==> src/hdl/aom_pkg.sv <==
package aom_pkg;

  // command codes
  localparam logic [7:0] CMD_READ_MEM    = 8'hf0;
  localparam logic [7:0] CMD_READ_PAGED  = 8'hc3;
  localparam logic [7:0] CMD_READ_STATUS = 8'haa;
  localparam logic [7:0] CMD_WRITE_MEM   = 8'h0f;
  localparam logic [7:0] CMD_WRITE_STAT  = 8'h55;

  // field geometry
  localparam int unsigned   DATA_BYTES     = 128;
  localparam int unsigned   STAT_BYTES     = 8;
  localparam logic [15:0]   DATA_LAST_ADDR = 16'h007f;
  localparam logic [15:0]   STAT_LAST_ADDR = 16'h0007;
  localparam logic [4:0]    PAGE_LAST_BYTE = 5'h1f;
  localparam int unsigned   PAGE_LSB       = 5;
  localparam int unsigned   WP_BYTE        = 0;

  // reset contents: erased cells read as ones, top three status bytes fixed at zero
  localparam logic [7:0]    DATA_RESET     = 8'hff;
  localparam logic [63:0]   STAT_RESET     = 64'h000000ffffffffff;
  localparam logic [7:0]    CRC_SEED       = 8'h00;
  localparam logic [7:0]    CRC_POLY_REFL  = 8'h8c;
  localparam logic [7:0]    IDLE_BYTE      = 8'hff;
  localparam logic [2:0]    LAST_BIT       = 3'h7;

  typedef enum logic [3:0] {
    ST_IDLE   = 4'h0,
    ST_CMD    = 4'h1,
    ST_ADRL   = 4'h3,
    ST_ADRH   = 4'h2,
    ST_DATA   = 4'h6,
    ST_CRC    = 4'h7,
    ST_WAIT   = 4'h5,
    ST_VERIFY = 4'h4,
    ST_READ   = 4'hc,
    ST_ECRC   = 4'hd,
    ST_ONES   = 4'hf
  } aom_state_t;

  // one time slot from the link layer
  typedef struct packed {
    logic valid;
    logic rd;
    logic wbit;
  } aom_slot_t;

  typedef struct packed {
    aom_state_t                     st;
    logic [7:0]                     cmd;
    logic [15:0]                    addr;
    logic [7:0]                     rx;
    logic [7:0]                     scratch;
    logic [7:0]                     crc;
    logic [7:0]                     tx;
    logic [2:0]                     cnt;
    logic [DATA_BYTES-1:0][7:0]     data;
    logic [STAT_BYTES-1:0][7:0]     stat;
  } aom_regs_t;

endpackage

==> src/hdl/aom_memory_functions.sv <==
`timescale 1ns/1ps
// Notes on behaviour
// [RULE1] data field is four 32-byte pages
// [RULE2] write byte buffered, CRC returned before programming
// [RULE3] master programs only after checking CRC
// [RULE4] program only while programming level present
// [RULE5] separate 64-bit status field, own commands
// [RULE6] status byte zero bits write-protect pages
// [RULE7] protected pages still read normally
// [RULE8] redirection bytes are plain data only
// [RULE9] FFH means page valid, else inverse
// [RULE10] master redirects by writing inverted page number
// [RULE11] programming only clears bits, AND accumulates
// [RULE12] command byte then two address bytes
// [RULE13] exactly one byte programmed per cycle
// [RULE14] reads run to field end or reset
// [RULE15] all bits shifted LSB first
// [RULE16] low address byte before high byte
// [RULE17] CRC over command and address returned
// [RULE18] master resets on bad CRC
// [RULE19] end of field yields CRC of data
// [RULE20] ones after final CRC until reset
// [RULE21] reset before end gives no CRC
// [RULE22] master may skip final CRC
// [RULE23] CRC x8+x5+x4+1, seeded with zero
// [RULE24] commands ignored until ROM selection done
// [RULE25] reset pulse aborts, programs nothing
// [RULE26] 16-bit address selects data or status; the code picks the field from the command, the address only picks the byte
module aom_memory_functions (
  input  wire logic               clk_sys,
  input  wire logic               rst,
  input  wire logic               link_reset,
  input  wire logic               rom_done,
  input  wire aom_pkg::aom_slot_t slot_i,
  input  wire logic               prog_volt,
  output      logic               rd_bit,
  output      logic               selected,
  output      logic               prog_wait
);
  import aom_pkg::*;

  aom_regs_t r_q;
  aom_regs_t r_d;

  function automatic logic [7:0] crc_step(input logic [7:0] c, input logic b);
    logic fb;
    fb = c[0] ^ b;
    crc_step = {1'b0, c[7:1]} ^ (fb ? CRC_POLY_REFL : 8'h00); // see [RULE23]
  endfunction

  logic        is_stat;
  logic        is_write;
  logic        known;
  logic [15:0] last_addr;
  logic [15:0] addr_inc;
  logic        at_last;
  logic        in_range;
  logic        page_end;
  logic [7:0]  cur_byte;
  logic [7:0]  next_byte;
  logic [7:0]  crc_nx;
  logic [7:0]  byte_v;
  logic        rd_slot;
  logic        wr_slot;
  logic [1:0]  page;
  logic        wp;

  always_comb begin
    // the assembled byte feeds the command decode below, so it is formed first
    byte_v    = {slot_i.wbit, r_q.rx[7:1]}; // see [RULE15]
    is_stat   = (r_q.cmd == CMD_READ_STATUS) || (r_q.cmd == CMD_WRITE_STAT); // see [RULE5]
    is_write  = (r_q.cmd == CMD_WRITE_MEM) || (r_q.cmd == CMD_WRITE_STAT);
    known     = (byte_v == CMD_READ_MEM) || (byte_v == CMD_READ_PAGED) || (byte_v == CMD_READ_STATUS)
                || (byte_v == CMD_WRITE_MEM) || (byte_v == CMD_WRITE_STAT);
    last_addr = is_stat ? STAT_LAST_ADDR : DATA_LAST_ADDR; // see [RULE26]
    addr_inc  = r_q.addr + 16'h0001;
    at_last   = (r_q.addr == last_addr);
    in_range  = (r_q.addr <= last_addr);
    page_end  = (r_q.cmd == CMD_READ_PAGED) && (r_q.addr[4:0] == PAGE_LAST_BYTE); // see [RULE1]
    // protected pages stay readable: reads never look at the protect byte
    cur_byte  = is_stat ? r_q.stat[r_q.addr[2:0]] : r_q.data[r_q.addr[6:0]]; // see [RULE7] [RULE8]
    next_byte = is_stat ? r_q.stat[addr_inc[2:0]] : r_q.data[addr_inc[6:0]];
    rd_slot   = slot_i.valid && slot_i.rd;
    wr_slot   = slot_i.valid && !slot_i.rd;
    crc_nx    = crc_step(r_q.crc, slot_i.rd ? r_q.tx[0] : slot_i.wbit);
    page      = r_q.addr[PAGE_LSB+1:PAGE_LSB];
    wp        = !r_q.stat[WP_BYTE][page]; // see [RULE6]
  end

  always_comb begin
    r_d = r_q;
    if (link_reset) begin
      // abort anywhere: scratchpad and partial command dropped, nothing programmed
      r_d.st      = ST_IDLE; // see [RULE25] [RULE21]
      r_d.cnt     = 3'h0;
      r_d.scratch = IDLE_BYTE;
      r_d.tx      = IDLE_BYTE;
      r_d.crc     = CRC_SEED;
    end else begin
      case (r_q.st)
        ST_IDLE: begin
          if (rom_done) begin // see [RULE24]
            r_d.st  = ST_CMD;
            r_d.cnt = 3'h0;
            r_d.crc = CRC_SEED; // see [RULE23]
            r_d.tx  = IDLE_BYTE;
          end
        end
        ST_CMD, ST_ADRL, ST_ADRH, ST_DATA: begin
          if (wr_slot) begin
            r_d.rx  = byte_v;
            r_d.crc = crc_nx;
            r_d.cnt = r_q.cnt + 3'h1;
            if (r_q.cnt == LAST_BIT) begin
              case (r_q.st)
                ST_CMD: begin
                  r_d.cmd = byte_v; // see [RULE12]
                  r_d.st  = known ? ST_ADRL : ST_ONES;
                end
                ST_ADRL: begin
                  r_d.addr[7:0] = byte_v; // see [RULE16]
                  r_d.st        = ST_ADRH;
                end
                ST_ADRH: begin
                  r_d.addr[15:8] = byte_v; // see [RULE16]
                  if (is_write) begin
                    r_d.st = ST_DATA;
                  end else begin
                    r_d.st = ST_CRC;
                    r_d.tx = crc_nx; // see [RULE17]
                  end
                end
                default: begin
                  r_d.scratch = byte_v; // see [RULE2]
                  r_d.st      = ST_CRC;
                  r_d.tx      = crc_nx; // see [RULE2]
                end
              endcase
            end
          end
        end
        ST_CRC: begin
          if (rd_slot) begin
            r_d.tx  = {1'b1, r_q.tx[7:1]};
            r_d.cnt = r_q.cnt + 3'h1;
            if (r_q.cnt == LAST_BIT) begin
              if (!in_range) begin
                r_d.st = ST_ONES;
                r_d.tx = IDLE_BYTE;
              end else if (is_write) begin
                r_d.st = ST_WAIT; // see [RULE3]
                r_d.tx = IDLE_BYTE;
              end else begin
                r_d.st  = ST_READ;
                r_d.tx  = cur_byte;
                r_d.crc = CRC_SEED;
              end
            end
          end
        end
        ST_READ: begin
          if (rd_slot) begin
            r_d.tx  = {1'b1, r_q.tx[7:1]};
            r_d.crc = crc_nx;
            r_d.cnt = r_q.cnt + 3'h1;
            if (r_q.cnt == LAST_BIT) begin
              if (at_last || page_end) begin
                r_d.st = ST_ECRC; // see [RULE19]
                r_d.tx = crc_nx;
              end else begin
                r_d.addr = addr_inc; // see [RULE14]
                r_d.tx   = next_byte;
              end
            end
          end
        end
        ST_ECRC: begin
          if (rd_slot) begin
            r_d.tx  = {1'b1, r_q.tx[7:1]};
            r_d.cnt = r_q.cnt + 3'h1;
            if (r_q.cnt == LAST_BIT) begin
              if ((r_q.cmd == CMD_READ_PAGED) && !at_last) begin
                r_d.st   = ST_READ;
                r_d.addr = addr_inc;
                r_d.tx   = next_byte;
                r_d.crc  = CRC_SEED;
              end else begin
                r_d.st = ST_ONES; // see [RULE20]
              end
            end
          end
        end
        ST_WAIT: begin
          // one byte per programming level, and only while the level is seen
          if (prog_volt) begin // see [RULE4] [RULE13]
            if (is_stat) begin
              r_d.stat[r_q.addr[2:0]] = cur_byte & r_q.scratch; // see [RULE11]
            end else if (!wp) begin
              r_d.data[r_q.addr[6:0]] = cur_byte & r_q.scratch; // see [RULE11] [RULE6]
            end
            r_d.tx  = (is_stat || !wp) ? (cur_byte & r_q.scratch) : cur_byte;
            r_d.st  = ST_VERIFY;
            r_d.cnt = 3'h0;
          end
        end
        ST_VERIFY: begin
          if (rd_slot) begin
            r_d.tx  = {1'b1, r_q.tx[7:1]};
            r_d.cnt = r_q.cnt + 3'h1;
            if (r_q.cnt == LAST_BIT) begin
              if (at_last) begin
                r_d.st = ST_ONES;
              end else begin
                // next pass seeds the CRC with the new low address byte
                r_d.addr = addr_inc;
                r_d.crc  = addr_inc[7:0];
                r_d.st   = ST_DATA;
              end
            end
          end
        end
        default: begin
          r_d.tx = IDLE_BYTE;
        end
      endcase
    end
  end

  always_ff @(posedge clk_sys) begin
    if (rst) begin
      r_q.st      <= ST_IDLE;
      r_q.cmd     <= 8'h00;
      r_q.addr    <= 16'h0000;
      r_q.rx      <= 8'h00;
      r_q.scratch <= IDLE_BYTE;
      r_q.crc     <= CRC_SEED;
      r_q.tx      <= IDLE_BYTE;
      r_q.cnt     <= 3'h0;
      r_q.data    <= {DATA_BYTES{DATA_RESET}};
      r_q.stat    <= STAT_RESET;
    end else begin
      r_q <= r_d;
    end
  end

  assign rd_bit    = r_q.tx[0];
  assign selected  = (r_q.st != ST_IDLE);
  assign prog_wait = (r_q.st == ST_WAIT);

endmodule

==> config.mk <==
export PLATFORM = sky130hd
export DESIGN_NAME = aom_memory_functions
export DESIGN_NICKNAME = d
export VERILOG_FILES = /design/src/hdl/aom_pkg.sv /design/src/hdl/aom_memory_functions.sv
export SDC_FILE = /design/constraint.sdc
export NUM_CORES = 2
export LEC_CHECK = 0
export ABC_AREA = 1
export BUFFER_PORTS_ARGS = -buffer_cell sky130_fd_sc_hd__buf_2
export CORE_UTILIZATION = 29
export DETAILED_ROUTE_END_ITERATION = 6
export PLACE_DENSITY = 0.49
export SLEW_MARGIN = 40
export SYNTH_ARGS = -nofsm -noshare
export SYNTH_HDL_FRONTEND = slang
export SYNTH_SLANG_ARGS = --single-unit
==> constraint.sdc <==
create_clock -name clk_sys -period 5.2 [get_ports clk_sys]
set_clock_uncertainty 0.2 [all_clocks]
set_input_delay 0.78 -clock clk_sys [delete_from_list [all_inputs] [get_ports clk_sys]]
set_output_delay 0.78 -clock clk_sys [all_outputs]
set_load 0.01 [all_outputs]
==> impl_metrics.csv <==
group,metric,value,unit
yosys,avgSynthCellArea,6.600,um2
outcome,outcome,"finished with violations",
yosys,synth_area,61370,um2
route,dr.first_iter.drc_count,8018,
yosys,synth_compound_area_frac,0.2383,
sta,worstMarginPinSlew,965.0,ps
outcome,violations,"design-rule violations",
placed_design,dpl_cell_area,64010,um2
setup_path,worstSetupPathType,"flip-flop to flip-flop",
power,switchingPower,6.961,mW
cts,cts_tree,"yes",
cts,hold_buffers,0,
yosys,synth_ff_type,"dfxtp_1",
setup_path,critPathCaptureType,"flip-flop",
yosys,synthSimpleGateAreaFrac,0.2991,
global_routing,antenna_found_initial,7,
global_routing,track_usage,0.2481,
yosys,ys_warn_count,0,
sta,timing.hold.ws,134.9,ps
route,firstDrtPassIters,7,
sta,drv_slew,0,
global_routing,gr-total-overflow,0,
setup_path,cp.required,5650,ps
cts,cts_sinks,1150,
yosys,synth_enable_flop_cells,0,
route,drt-total-wl,272400,um
sta,finalCritPeriodShare,0.9735,
yosys,synth_cells,9299,
route,routedWlPerCell,23.03,um
cts,cts_buffers,142,
flow_run,maxCapViolations,0,
floorplanning,ios,11,
setup_path,cp_max_fo,92,
yosys,synth_top_family_by_area,"simple AND/OR/NAND/NOR gates",
power,power_density,326.8,nW/um2
route,via_per_inst,5.480,
route,num_vias,64800,
power,p_clk_frac,0.459,
floorplanning,core,210000,um2
power,cellLeakagePower,31.89,nW
global_routing,grt_pass1_wl,400400,um
placed_design,dp_hpwl,168500,um
setup_path,cp-start-kind,"flip-flop",
sta,setup_viol,0,
cts,htree_levels,4,
sta,finalCriticalPeriod,5062,ps
cells_and_area,stdcell_count,11830,
placed_design,dpl.cell_count,11570,
yosys,yosysUniqueCellTypes,54,
floorplanning,start_util,0.2923,
cts,clkLatencyLatePin,830,ps
power,combPwrFrac,0.148,
cts,cts_buffer_depth,3,
floorplanning,fp.dieArea,213500,um2
yosys,synth-adder-area-share,0.001631,
cells_and_area,finalInstanceArea,68830,um2
sta,maxSlewHeadroom,0.3567,
cts,cts_root_buffer,"clkbuf_16",
yosys,synth_fp_nets,9315,
setup_path,crit_arrival,5510,ps
yosys,synth_seq_area_share,0.3751,
power,p_sw_frac,0.3095,
placed_design,port_buffers,10,
placed_design,finalWeightedCongestion,0.9388,
global_routing,grt_max_degree,164,
power,irDropWorstVdd,247.6,uV
yosys,synth_xor_area_frac,0.001264,
power,internal_power,15.53,mW
global_routing,grt_pass1_vias,59130,
yosys,synthMuxAreaShare,0,
min_path,min_path_type,"input pin to flip-flop",
cells_and_area,area_delta_synth_final,12.16,%
power,total_power,22.49,mW
floorplanning,die_x,462.0,um
cts,postCtsSetupBuffers,0,
cells_and_area,finalNetCount,8923,
sta,tns,0,ps
sta,rsz0062_at_grt,"no",
sta,hold_viol,0,
power,pwr-share-seq,0.393,
yosys,synth_top_area_share,0.3751,
floorplanning,die_h,462.0,um
sta,fmax,0.1975,GHz
floorplanning,row_count,168,
yosys,synth_common_cells,"3,120 x nand2_1, 1,150 x dfxtp_1, 901 x nand3_1, 893 x o21ai_0, 846 x a21oi_1",
yosys,ys_seq_elements,1150,
yosys,synth_top_area_cell,"dfxtp_1",
cells_and_area,drive_gt1_frac,0.06908,
route,route.detailed.drc,2,
route,ant_nets,0,
yosys,synth.most_common_cell,"nand2_1",
yosys,ys_async_sr_fraction,0,
yosys,synth_area_leaders,"dfxtp_1 38%, nand2_1 19%, nand3_1 7.3%",
cts,clkTransAtPathRegs,70,ps
worst paths after layout:
kind              from  slack (ps)        end  depth (start not counted)
max          r_q[1123]         140  flip-flop                         20
min          slot_i[0]         130  r_q[1114]                          3
max reg2reg  r_q[1123]         140  flip-flop                         20
min reg2reg  flip-flop         270  flip-flop                          2
logic make-up after synthesis:
kind of cell / count (synthesis)
xor+xnor: 8
flops: 1150
buf+inv: 1150
fa+ha+maj: 8
compound gates: 2519
simple gates: 4464
what timing repair did:
| action | CTS | global route |
|---|---|---|
| gates resized for setup | 0 | 2 |
| endpoints found under the setup margin | 0 | 12 |
| hold endpoints to repair | 0 | 0 |
critical path, stage by stage (launching register included):
cell and delay (ps):
dfxtp_4 610, clkinv_16 360, nand2_2 200, clkinv_2 370, buf_12 340, nand2_1 70, nand2_1 40, a21oi_1 220
nand3_1 140, nand2_1 80, nand3_1 240, nand2_1 280, nand2_1 90, inv_1 60, nand2_1 110, nand2_1 90
nand2_1 150, nand2_8 110, buf_12 270, buf_16 310, o21ai_0 170
cells in the final DEF, fill, tap and decap left out, types with 44 or more instances in the layout:
cell type	netlist	layout
nand2_1	3120	3118
o211ai_1	550	550
nand3_1	901	901
o21ai_0	893	891
nand4_1	66	66
inv_1	318	316
o22ai_1	44	44
nor2_1	299	295
dfxtp_1	1150	1147
buf_12	0	65
o21ai_1	48	50
clkbuf_16	0	142
buf_4	46	183
a21oi_1	846	846
area by class of cell:
cell class,instances,area (um2)
Antenna cell,1,2.502
Clock buffer,206,4114
Clock inverter,50,673.1
Fill cell,22670,141200
Inverter,354,1394
Multi-Input combinational cell,6999,33320
Sequential cell,1150,23030
Tap cell,2805,3510
Timing Repair Buffer,260,2790
power by group through the flow:
stage | combinational, mW | sequential [mW] | clock (mW)
floorplan | 1.89 | 9.03 | 0
global placement | 3.23 | 9.04 | 0
detailed placement | 3.23 | 9.04 | 0
CTS | 3.24 | 8.84 | 10.5
global route | 3.49 | 8.84 | 10.8
finish | 3.33 | 8.84 | 10.3
metal layers:
metal	global-route usage	vias to the layer above	part of all wire	wire length [um]
met2	0.3816	2982	0.43	118400
met3	0.04768	559	0.088	23920
met5	0	-	0.00014	38
met4	0.1093	6	0.045	12270
met1	0.3347	30570	0.43	117800
li1	-	30690	-	-
metrics by stage:
step | util | setup slack (ps)
2_1_floorplan | - | 1925
3_3_place_gp | 0.3046 | 243.3
3_5_place_dp | 0.3048 | 232.5
4_1_cts | 0.3276 | 197.8
5_1_grt | 0.3278 | 81.57
6_report | 0.3278 | 137.7
Power figures use the tool's default switching activity.
